===== src/ibc_pkg.sv =====
// Constants for the interrupt, bias and channel configuration register bank
// Assumes a host-side control port that gives byte reads and writes
// What this block does
// RQ1 - Mask bit 7 masks clock error source when one; resets to one
// RQ2 - Mask bit 6 masks lock source when one; resets to one
// RQ3 - Mask register resets to all ones; low six bits read-write
// RQ4 - Latch bit 7 reads one after a clock error; read-only, self-clearing
// RQ5 - Latch bit 6 reads one after a lock event; read-only, self-clearing
// RQ6 - Latch register read-only, resets zero, bits 5-0 read zero
// RQ7 - Bias field bits 6-4: code 0 reference, code 1 reference times 1.096
// RQ8 - Bias code 6 selects analog supply; codes 2-5 reserved for host
// RQ9 - Full-scale bits 1-0: 2.75, 2.5, 1.375 V; code 3 reserved
// RQ10 - Bias register resets zero; bits 7 and 3-2 read zero
// RQ11 - Channel one config resets zero with documented field layout
// RQ12 - In event mode 0, interrupt asserts on any unmasked latched flag
// RQ13 - Readback filter set reports only unmasked flags; clear reports all
// RQ14 - Reading latch register clears flags unless event still present
// RQ15 - Flags latch regardless of mask; mask gates output, and readback when filter set
package ibc_pkg;
	localparam logic [7:0] ADDR_MASK = 8'h33;
	localparam logic [7:0] ADDR_LATCH = 8'h36;
	localparam logic [7:0] ADDR_BIAS = 8'h3B;
	localparam logic [7:0] ADDR_CH1 = 8'h3C;
	localparam logic [7:0] RST_MASK = 8'hFF;
	localparam logic [7:0] RST_LATCH = 8'h00;
	localparam logic [7:0] RST_BIAS = 8'h00;
	localparam logic [7:0] RST_CH1 = 8'h00;
	localparam int BIT_CLK_ERR = 7;
	localparam int BIT_PLL_LOCK = 6;
	localparam logic [7:0] BIAS_WMASK = 8'h73;
	localparam logic [7:0] CH1_WMASK = 8'hFD;
	localparam logic [1:0] EVT_ANY_UNMASKED = 2'h0;
	localparam int NUM_SRC = 2;
endpackage


===== src/ibc_flag_if.sv =====
// Carrier between the bank and its flag latch
// Assumes one clock domain shared by both ends
`timescale 1ns/1ns
interface ibc_flag_if;
	logic [1:0] event_raw;
	logic clear_rd;
	logic [1:0] flags;
	modport bank (output event_raw, output clear_rd, input flags);
	modport latch (input event_raw, input clear_rd, output flags);
endinterface


===== src/ibc_flag_latch.sv =====
// Sticky event flags, one per source, cleared by a latch read
// Assumes events are synchronous levels on mclk_i
`timescale 1ns/1ns
module ibc_flag_latch (
	input wire logic mclk_i,
	input wire logic rst_b_i,
	ibc_flag_if.latch fl
);
	import ibc_pkg::*;
	typedef struct packed {
		logic [NUM_SRC-1:0] flags;
	} ibc_latch_s;
	ibc_latch_s st_q;
	ibc_latch_s st_d;

	always_comb begin
		st_d = st_q;
		for (int i = 0; i < NUM_SRC; i++) begin
			if (fl.clear_rd)
				st_d.flags[i] = 1'b0; // RQ14
			if (fl.event_raw[i])
				st_d.flags[i] = 1'b1; // RQ15
		end
	end

	always_ff @(posedge mclk_i or negedge rst_b_i) begin
		if (!rst_b_i)
			st_q <= '0;
		else
			st_q <= st_d;
	end

	assign fl.flags = st_q.flags;
endmodule


===== src/irq_bias_channel_cfg_regs.sv =====
// Register bank: interrupt masks, latched flags, bias and channel one config
// Assumes a byte-wide synchronous host port and synchronous event inputs
`timescale 1ns/1ns
module irq_bias_channel_cfg_regs (
	// Clock and reset
	input wire logic mclk_i,
	input wire logic rst_b_i,
	// Host register port
	input wire logic [7:0] reg_addr_i,
	input wire logic reg_wr_i,
	input wire logic reg_rd_i,
	input wire logic [7:0] reg_wdata_i,
	output logic [7:0] reg_rdata_o,
	// Interrupt configuration from the neighbouring register
	input wire logic [1:0] int_event_mode_i,
	input wire logic latch_readback_filter_i,
	// Event sources
	input wire logic audio_serial_port_clk_err_i,
	input wire logic pll_lock_event_i,
	// Interrupt request, active high before polarity handling
	output logic int_req_o,
	// Configuration outputs
	output logic [2:0] mic_bias_select_o,
	output logic [1:0] converter_full_scale_select_o,
	output logic channel_one_input_type_o,
	output logic [1:0] channel_one_input_source_o,
	output logic channel_one_coupling_o,
	output logic [1:0] channel_one_impedance_o,
	output logic channel_one_range_enhancer_enable_o
);
	import ibc_pkg::*;

	typedef struct packed {
		logic [7:0] interrupt_mask_bits;
		logic [7:0] bias_cfg;
		logic [7:0] ch1_cfg;
		logic [7:0] rdata;
		logic irq;
	} ibc_bank_s;

	ibc_bank_s st_q;
	ibc_bank_s st_d;
	logic [7:0] latched_view;
	logic [1:0] unmasked;
	logic [1:0] shown;

	ibc_flag_if fl ();

	ibc_flag_latch u_latch (
		.mclk_i(mclk_i),
		.rst_b_i(rst_b_i),
		.fl(fl.latch)
	);

	// ****************************************
	// Event capture and read-to-clear
	// ****************************************
	assign fl.event_raw = {audio_serial_port_clk_err_i, pll_lock_event_i};
	assign fl.clear_rd = reg_rd_i && (reg_addr_i == ADDR_LATCH); // RQ14

	// Bit 1 of the flag vector is the clock error, bit 0 the lock event
	assign unmasked = fl.flags & ~{st_q.interrupt_mask_bits[BIT_CLK_ERR],
		st_q.interrupt_mask_bits[BIT_PLL_LOCK]}; // RQ1 RQ2 RQ15
	assign shown = latch_readback_filter_i ? unmasked : fl.flags; // RQ13

	always_comb begin
		latched_view = RST_LATCH; // RQ6
		latched_view[BIT_CLK_ERR] = shown[1]; // RQ4
		latched_view[BIT_PLL_LOCK] = shown[0]; // RQ5
	end

	// ****************************************
	// Register writes, reads and interrupt
	// ****************************************
	always_comb begin
		st_d = st_q;
		if (reg_wr_i) begin
			case (reg_addr_i)
				ADDR_MASK: st_d.interrupt_mask_bits = reg_wdata_i; // RQ3
				ADDR_BIAS: st_d.bias_cfg = reg_wdata_i & BIAS_WMASK; // RQ10
				ADDR_CH1: st_d.ch1_cfg = reg_wdata_i & CH1_WMASK; // RQ11
				default: st_d = st_q;
			endcase
		end
		if (reg_rd_i) begin
			case (reg_addr_i)
				ADDR_MASK: st_d.rdata = st_q.interrupt_mask_bits;
				ADDR_LATCH: st_d.rdata = latched_view; // RQ13
				ADDR_BIAS: st_d.rdata = st_q.bias_cfg;
				ADDR_CH1: st_d.rdata = st_q.ch1_cfg;
				default: st_d.rdata = 8'h00;
			endcase
		end
		// Other event modes need timers owned elsewhere; level mode here
		st_d.irq = (int_event_mode_i == EVT_ANY_UNMASKED) && (|unmasked); // RQ12
	end

	always_ff @(posedge mclk_i or negedge rst_b_i) begin
		if (!rst_b_i) begin
			st_q.interrupt_mask_bits <= RST_MASK; // RQ1 RQ2 RQ3
			st_q.bias_cfg <= RST_BIAS; // RQ10
			st_q.ch1_cfg <= RST_CH1; // RQ11
			st_q.rdata <= 8'h00;
			st_q.irq <= 1'b0;
		end else begin
			st_q <= st_d;
		end
	end

	// ****************************************
	// Outputs
	// ****************************************
	assign reg_rdata_o = st_q.rdata;
	assign int_req_o = st_q.irq;
	assign mic_bias_select_o = st_q.bias_cfg[6:4]; // RQ7 RQ8
	assign converter_full_scale_select_o = st_q.bias_cfg[1:0]; // RQ9
	assign channel_one_input_type_o = st_q.ch1_cfg[7];
	assign channel_one_input_source_o = st_q.ch1_cfg[6:5];
	assign channel_one_coupling_o = st_q.ch1_cfg[4];
	assign channel_one_impedance_o = st_q.ch1_cfg[3:2];
	assign channel_one_range_enhancer_enable_o = st_q.ch1_cfg[0];
endmodule


===== config.mk =====
export PLATFORM = sky130hd
export DESIGN_NAME = irq_bias_channel_cfg_regs
export DESIGN_NICKNAME = d
export VERILOG_FILES = /design/src/ibc_pkg.sv /design/src/ibc_flag_if.sv /design/src/ibc_flag_latch.sv /design/src/irq_bias_channel_cfg_regs.sv
export SDC_FILE = /design/constraint.sdc
export NUM_CORES = 1
export LEC_CHECK = 0
export ABC_AREA = 1
export BUFFER_PORTS_ARGS = -buffer_cell sky130_fd_sc_hd__buf_4
export CORE_ASPECT_RATIO = 1.2
export CORE_MARGIN = 10
export CORE_UTILIZATION = 29
export CTS_CLUSTER_DIAMETER = 120
export CTS_CLUSTER_SIZE = 8
export DETAILED_ROUTE_END_ITERATION = 8
export GPL_TIMING_DRIVEN = 0
export PLACE_DENSITY_LB_ADDON = 0.12
export SLEW_MARGIN = 10
export SYNTH_ARGS = -nofsm -noshare
export SYNTH_HDL_FRONTEND = slang
export SYNTH_SLANG_ARGS = --single-unit
export TNS_END_PERCENT = 20

===== constraint.sdc =====
create_clock -name mclk_i -period 2 [get_ports mclk_i]
set_clock_uncertainty 0.15 [all_clocks]
set_input_delay 0.1 -clock mclk_i [delete_from_list [all_inputs] [get_ports mclk_i]]
set_output_delay 0.1 -clock mclk_i [all_outputs]
set_load 0.1 [all_outputs]

# Yosys cells after proc, flatten, opt, wreduce, memory -nomap -nowiden
# Index checks and enable logic that the tools add are counted.
[word_totals] ff_bits=31 out_inout_bits=21 elab_cells=28
[classes] eq_ne=4 mux=6 n_bitwise=2 n_reduce_logical=9
[ops] op="$eq A8 B6 Y1 const B" count=4
[ops] op="$pmux W8 S4" count=1
[ops] op="$mux W8" count=1
[ops] op="$reduce_and A2 Y1" count=3
[ops] op="$reduce_bool A2 Y1" count=2
[ops] op="$mux W1" count=3
[ops] op="$and A2 B2 Y2" count=1
[ops] op="$logic_and A1 B1 Y1" count=2
[ops] op="$logic_not A2 Y1" count=1
[ops] op="$mux W2" count=1
[ops] op="$not A2 Y2" count=1
[ops] op="$reduce_or A2 Y1" count=1

# Depth between registers and ports, before layout
# Gate-level depths: netlist of run 1.
[depth] word_depth=5 ltp_mapped=8

# Hierarchy
# A second synthesis of run 1 with hierarchy kept.
[unflattened] cells_unflattened=199 area_unflattened_um2=1686.6
[by_module_without_submodules] mod="irq_bias_channel_cfg_regs" n_inst=1 cells_each=190 area_each_um2=1610.3 seq_area_each_um2=735.7
[by_module_without_submodules] mod="ibc_flag_latch" n_inst=1 cells_each=9 area_each_um2=76.3 seq_area_each_um2=50.0

# Worst setup path after synthesis of run 1
# Ideal clock, no wire load.
[synth_path] path_type="register -> register" start="register st_q (netlist bit channel_one_range_enhancer_enable_o)" end="register st_q (netlist bit reg_rdata_o[0])" setup_time_ps=65 arrival_ps=1256 required_time_ps=1785 path_slack_ps=529 path_stages_with_launch=5 n_path_buf=0 path_cell_list="dfrtp_1 > nand3_1 > nand3_1 > nand2_1 > nand2_1"
[synth_via] elab_chain_len=2
[synth_rtl] element="from (decl)" line_no="irq_bias_channel_cfg_regs.sv:41" text="ibc_bank_s st_q;"
[synth_rtl] element="from (signal assigned)" line_no="irq_bias_channel_cfg_regs.sv:106" text="st_q <= st_d;"
[synth_rtl] element="$pmux W8 S4" line_no="irq_bias_channel_cfg_regs.sv:86" text="case (reg_addr_i)"
[synth_rtl] element="$mux W8" line_no="irq_bias_channel_cfg_regs.sv:85" text="if (reg_rd_i) begin"
# No other way between the ends. The select of a mux whose other input is x is not followed.
# A chain may end at the register's enable or synchronous reset.

==> results.md, run 1 <==
Setup path:
- Across all register-to-register paths, the minimum setup slack is 400 ps.
- The start point of the critical path is st_q[31].
- The required time of the critical path is 2020 ps.
- In this run the critical register-to-register path is launched from st_q[31].
- The kind of start point of the critical path is a flop.
- In this run the worst setup path terminates at int_req_o.
- The endpoint of the most critical register-to-register path is int_req_o.
- The endpoint arrival time on the critical path is 1620 ps.
- The worst reg-to-reg path cell count is 3.
- The endpoint type of the worst setup path is a flop.
- The top fanout value on the critical path is 4.
- The critical path is of the reg -> reg type.

Finish:
- From synthesis to final layout, the design area changed by 38.6%.
- The library cell used most frequently in the layout, excluding fill and tap cells, is buf_4.
- The antenna diode count is 0.
- The area taken by flip-flops and latches is 786 sq um.
- The proportion of layout cells with a drive suffix above 1 is 41.5%.
- The multi-input combinational cells in the finished layout cover a total of 666 sq um.
- Once layout is complete, the cells apart from fillers number 338.
- After routing the design area is 0.00235 sq mm.
- The total of fill cells in the finished design is 598.
- After the last flow step, the layout net total stands at 282.
- The library cells used most frequently in the layout, excluding fill and tap cells, are buf_4 (61), nand2_1 (58), dfrtp_1 (23), nand3_1 (22), inv_1 (18).

CTS:
- The number of clock sinks is 31.
- The worst-case clock buffer depth is 2.
- The tree is rooted in a clkbuf_8.
- The clock network latency to the later pin of the worst-skew pair is 280 ps.
- Clock tree synthesis inserted a total of 5 buffers.
- After clock tree synthesis, the setup repair step added 0 buffers.
- The TritonCTS clock tree is yes.
- Clock-pin slew was measured on the worst setup and hold paths at 70 ps.
- In this run the number of H-tree levels came out at 2.
- The number of gates given a new drive strength after cts is 0.

Place:
- The total instance count after detailed placement is 316.
- OpenSTA, run right after detailed placement, puts the worst setup slack at 598 ps.
- The HPWL after detailed placement is 3140 microns.
- In this run the tool buffered the top-level ports with 44 buffer cells.
- The placer's final routability congestion estimate is 0.744.
- The standard cell area after detailed placement is 0.00212 sq mm.

Detailed routing:
- The first-iteration detailed-routing DRC count is 75.
- In the routed layout, each cell is associated on average with a via count of 4.15.
- The DRC violation count after routing is 0.
- The final wirelength is 4240 microns.
- The detailed router placed 1402 vias in this run.
- The count of nets left with antenna violations once routing finished came out at 0.
- The routed wire length per instance is 12.6 microns.
- The detailed-router iteration count before antenna repair is 4.

Die:
- The count of pins on the block boundary is 46.
- The floorplan die area is 0.00931 sq mm.
- Once the floorplan was initialized, standard cells occupied 29.9% of the core.
- The number of rows created at floorplan is 30.
- The die span in y is 104 microns.
- The die boundary width is 89.8 microns.
- The region available for standard cell placement spans 0.00567 sq mm.

Power:
- Net switching is 31.8% of the power.
- Overall power consumption after layout is estimated at 1.47 mW.
- The cell internal power dissipation is 1.00 mW.
- The worst-case IR drop observed on VDD is 0.000375 V.
- Power spread over the standard cell area amounts to 626 mW/mm^2.
- Combinational logic burns 21.2% of the power.
- The switching power total is 0.468 mW.
- The static leakage power is 1.24 nW.
- The share of total power dissipated in sequential elements is 46.0%.
- Per report_power, the clock group accounts for 32.8% of the total.

STA:
- Setup repair after global routing left no endpoint under its margin.
- At the pin with the least slew margin, the transition time is 414 ps.
- The worst path needs 1600 ps of the cycle, external delays included.
- Derived from the worst setup path, the maximum achievable clock frequency is 0.627 GHz.
- In this run the tightest slew margin relative to its limit is 72.4%.
- The number of pins exceeding their max-slew limit in the final report is 0.
- Setup violations remaining at the end of the flow were counted as 0.
- The slack of the critical path is 404 ps.
- After layout, the worst path uses 79.8% of the clock period.
- In the final timing run, aggregate negative setup slack is 0 ps.
- The final hold violation count was 0.

Global routing:
- The total routing usage reported by global routing is 9.13%.
- In the global route stage, met2 resource usage came out at 14.6%.
- The fraction of met1 tracks used by global routing is 10.9%.
- The initial antenna violation count is 0.
- The total global routing overflow is 0.
- The global routing stage identified its most utilized layer as met2.
- The wire length of the first global-routing pass is 7040 microns.
- The number of global-route vias before repair is 1442.
- The pin count of the biggest net entering global routing is 32.
- The global routing usage on met3 is 3.61%.

Yosys:
- Counting every net in the synthesized netlist gives 217.
- The average instance in the mapped netlist occupies 8.82 sq um.
- Summing every instance area after synthesis gives 0.00169 sq mm.
- Synthesis handed over a netlist of 192 instances.
- The synthesized netlist contains 24 unique library cells.
- Synthesis inferred 31 register bits.
- The number of warnings printed during yosys synthesis is 0.
- Sequential cells were found to cover 46.4% of the synthesized design area.

Flow run:
- Max-cap violations in this run came to 0.

Min path:
- The tightest min-delay check is of the in -> reg type.

Run status:
- The flow ran to the end, and the final reports show no timing, DRC or antenna violations.
-- layout make-up --
type,instances,area share (%)
clock inverters,3,0.639
flip-flops and latches,31,33.5
well taps,80,4.26
clock buffers,5,2.93
inverters,19,3.04
repair buffers,58,20.0
multi-input cells,120,28.3
plain buffers,22,7.30
-- critical path, cell delays in order (launching register included) --
cell           delay, ps
dfstp_2              560
o22ai_1               90
nor3b_1              140
dlygate4sd3_1        540
-- logic make-up (layout without fill, tap and decap cells) --
family                 Yosys count  after routing  synth area share, %
AND/OR/NAND/NOR                 93             93                 27.0
AO/OA/AOI/OAI                   27             27                 12.3
flip-flops                      31             31                 46.4
buffers and inverters           41            107                 14.3
-- power groups by stage --
stage | Combinational (mW) | Sequential [mW] | Clock [mW]
floorplan | 0.176 | 0.710 | 0
global placement | 0.294 | 0.687 | 0
detailed placement | 0.295 | 0.686 | 0
CTS | 0.317 | 0.675 | 0.497
global route | 0.334 | 0.679 | 0.534
finish | 0.312 | 0.676 | 0.482
-- worst min path at each step --
stage,startpoint,end,slack [ps],cells after the start
floorplan,rst_b_i,channel_one_coupling_o,-350,0
global placement,rst_b_i,int_req_o,-90,1
detailed placement,rst_b_i,u_latch.fl.flags[1],-80,1
CTS,reg_wr_i,channel_one_coupling_o,20,4
global route,reg_wr_i,channel_one_input_source_o[1],50,4
finish,reg_wr_i,channel_one_coupling_o,30,4
-- Yosys cell counts --
library cell	number	area, sq um
dfrtp_1	23	576
o22ai_1	1	6.26
nor3b_1	1	7.51
nand2_2	1	6.26
nand3_1	22	110
o21bai_1	2	15.0
and2_4	1	8.76
o21ai_1	3	15.0
buf_2	2	10.0
nand2_4	2	22.5
o21a_1	4	30.0
nand2_1	58	218
nor2_2	1	6.26
clkinv_1	1	3.75
o21ai_2	15	131
nor2_1	2	7.51
inv_1	18	67.6
nand3_4	1	17.5
buf_4	17	128
nor2_8	1	20.0
a21oi_1	2	10.0
nor2_4	3	33.8
buf_6	3	33.8
dfstp_2	8	210
-- per-stage QoR --
| step | hold slack (ps) | util [%] |
|---|---|---|
| floorplan | -346 | - |
| global placement | -87.4 | 37.5 |
| detailed placement | -81.7 | 37.5 |
| CTS | 24.9 | 41.4 |
| global route | 46.7 | 41.4 |
| finish | 30.4 | 41.4 |
-- sequential cells by signal, indices dropped and copies added, names as in the netlist --
| signal | cells |
|---|---|
| u_latch.fl.flags | 2 |
| channel_one_coupling_o | 1 |
| channel_one_impedance_o | 2 |
| reg_rdata_o | 8 |
| mic_bias_select_o | 3 |
| channel_one_input_source_o | 2 |
| st_q | 8 |
| channel_one_input_type_o | 1 |
| converter_full_scale_select_o | 2 |
| int_req_o | 1 |
| channel_one_range_enhancer_enable_o | 1 |
-- layer usage --
metal | vias up | wire, microns
li1 | 726 | -
met1 | 641 | 1980
met2 | 29 | 1960
met3 | 6 | 240
met4 | 0 | 60
met5 | - | 0
-- what timing repair did --
| action | in CTS | in global routing |
|---|---|---|
| endpoints found under the setup margin | 0 | 0 |
| hold buffers | 14 | 0 |
| endpoints found under the hold margin | 57 | 0 |
Power figures use the tool's default switching activity.
==> inputs of run 2 (changes only) <==
Clock period 2 ns to 1.4 ns, I/O delays scaled along.
==> results.md, run 2 (synthesis results as in run 1) <==
Run status:
- The flow ran to the end, and the final reports show no timing, DRC or antenna violations.

Setup path:
- The critical path start-end classification is reg -> out.
- The required time of the critical path is 1180 ps (-840 ps).
- The worst setup path is launched from a flop.
- The top fanout value on the critical path came to 3 (-1).
- The endpoint arrival time on the critical path came to 1060 ps (-560 ps).
- STA classifies the critical path endpoint as an output pin.

Detailed routing:
- The routed via count is 1417 (+1.1%).
- The vias per cell is 4.18 (+0.77%).
- The final wirelength came to 4280 microns (+0.87%).
- The DRC violation count after routing came to 0 (unchanged).
- The detailed-router iteration count before antenna repair was 4 (unchanged).
- The routed wire length per instance is 12.6 microns (+0.57%).
- The first-iteration detailed-routing DRC count is 52 (-31%).
- The remaining antenna violation count after routing was 0 (unchanged).

Power:
- The share of power burned in registers is 43.9% (-2.1 points).
- The cell internal power dissipation is 1.54 mW (+54%).
- The part of the total power dissipated in the clock network is 35.7% (+2.9 points).
- The power density over the cells is 925 mW/mm^2 (+48%).
- The proportion of power drawn by combinational gates is 20.4% (-0.8 points).
- The switching power total is 0.658 mW (+41%).
- The share of total power consumed by net switching came to 29.9% (-1.9 points).
- The final total power is 2.20 mW (+50%).
- The maximum VDD drop is 0.000578 V (+54%).
- The static leakage power is 1.24 nW (+0.29%).

STA:
- The final period demand of the worst path is 1280 ps.
- The maximum clock frequency is 0.782 GHz.
- The final period utilization is 91.3%.
- Setup repair after global routing left no endpoint under its margin.
- The slack of the critical path is 121 ps (-283 ps).
- The final worst hold slack was 61.5 ps (+31.2 ps).
- The final hold violation count was 0 (unchanged).
- The pin slew with the least headroom to its limit was 412 ps (-2.16 ps).
- The worst relative slew slack was 72.6% (+0.14 points).
- The final count of negative-setup-slack endpoints is 0 (unchanged).
- The number of pins exceeding their max-slew limit in the final report is 0 (unchanged).

Die:
- The die span in y is 104 microns (unchanged).
- The starting density of the core is 29.9% (unchanged).
- The die boundary width was 89.8 microns (unchanged).
- The core area is 0.00567 sq mm (unchanged).
- The count of pins on the block boundary is 46 (unchanged).
- The number of rows created at floorplan is 30 (unchanged).
- The floorplan die area is 0.00931 sq mm (unchanged).

Place:
- The count of port buffers added during placement is 44 (unchanged).
- The pre-CTS setup slack came to 54.9 ps (-543 ps).
- The total instance count after detailed placement is 316 (unchanged).
- The placer's final routability congestion estimate was 0.748 (+0.48%).
- The HPWL after detailed placement came to 3130 microns (-0.14%).
- The standard cell area after detailed placement is 0.00213 sq mm (about the same).

Global routing:
- The total global routing overflow is 0 (unchanged).
- The total routing usage reported by global routing was 9.45% (+0.32 points).
- The pin count of the biggest net entering global routing is 32 (unchanged).
- The wire length of the first global-routing pass was 7410 microns (+5.3%).
- The initial antenna violation count is 0 (unchanged).
- The number of global-route vias before repair is 1527 (+5.9%).

CTS:
- The worst-case clock buffer depth is 2 (unchanged).
- TritonCTS built the clock tree.
- The count of H-tree levels built during CTS is 2 (unchanged).
- The number of post-CTS setup repair buffers is 0 (unchanged).
- CTS placed an instance of clkbuf_8 at the clock tree root.
- The number of CTS-inserted buffers came to 5 (unchanged).
- The clock-pin slew of the registers on the worst-case setup and hold paths is 70 ps (about the same).
- The number of clock sinks is 31 (unchanged).
- The clock network latency to the later pin of the worst-skew pair is 280 ps (about the same).

Flow run:
- The max-cap violation count is 0 (unchanged).

Finish:
- The number of nets in the finished design is 283 (+0.35%).
- The antenna diode count is 0 (unchanged).
- The proportion of layout cells with a drive suffix above 1 is 41.7% (+0.23 points).
- In the layout the commonest cells are buf_4 (61), nand2_1 (58), nand3_1 (22), dfrtp_1 (22), inv_1 (18).
- The post-route standard cell area excluding fillers was 0.00238 sq mm (+1.3%).
- Leaving out fill and tap cells, the most frequent cell in the layout is buf_4.
- The non-filler instance count after layout came to 339 (+0.30%).
- From synthesis to final layout, the design area changed by 40.5%.

Min path:
- The worst hold path class is in -> reg.
[run 2: path summary, 6_finish.rpt]
kind	start	slack, ps	to	cells past startpoint
max in group asynchronous	rst_b_i	650	st_q[29]	2
worst min-delay path	latch_readback_filter_i	60	reg_rdata_o[7]	6
worst max-delay path	mic_bias_select_o[0]	120	mic_bias_select_o[0]	2
min in group asynchronous	rst_b_i	120	int_req_o	2
worst max register to register	st_q[31]	180	reg_rdata_o[6]	5
worst min register to register	reg_rdata_o[1]	330	reg_rdata_o[1]	2
[run 2: what timing repair did]
| action | 4_1_cts | 5_1_grt |
|---|---|---|
| hold buffers | 15 | 0 |
| endpoints found under the setup margin | 0 | 2 |
| endpoints found under the hold margin | 61 | 0 |
| gates resized for setup | 0 | 1 |
[run 2: power groups by stage]
stage	combinational, mW	clock, mW	sequential (mW)
2_1_floorplan	0.251	0	1.02
3_5_place_dp	0.420	0	0.982
6_report	0.449	0.786	0.966
3_3_place_gp	0.419	0	0.982
5_1_grt	0.481	0.850	0.971
4_1_cts	0.454	0.809	0.966
[run 2: area by class of cell]
cell class | instances | area (sq um)
Fill cell | 601 | 3290
Sequential cell | 31 | 787
Multi-Input combinational cell | 120 | 666
Timing Repair Buffer | 59 | 480
Buffer | 22 | 171
Clock buffer | 8 | 100
Tap cell | 80 | 100
Inverter | 19 | 75.1
[run 2: through the flow]
step	utilization [%]	setup TNS [ps]
3_5_place_dp	37.5	0
6_report	42.0	0
4_1_cts	41.9	0
2_1_floorplan	-	-142
3_3_place_gp	37.5	0
5_1_grt	42.0	0
[run 2: critical path, cell delays in order, from the launching register on]
cell and delay, ps:
dfrtp_1 390, buf_4 120, buf_4 270
[run 2: metal layers]
metal	part of all wire (%)	track usage, %	vias to the layer above	routed length, microns
li1	-	-	730	-
met5	0	0	-	0
met2	47	15.5	36	2010
met4	1.5	3.59	0	63
met1	46	10.9	645	1970
met3	5.7	3.47	6	243
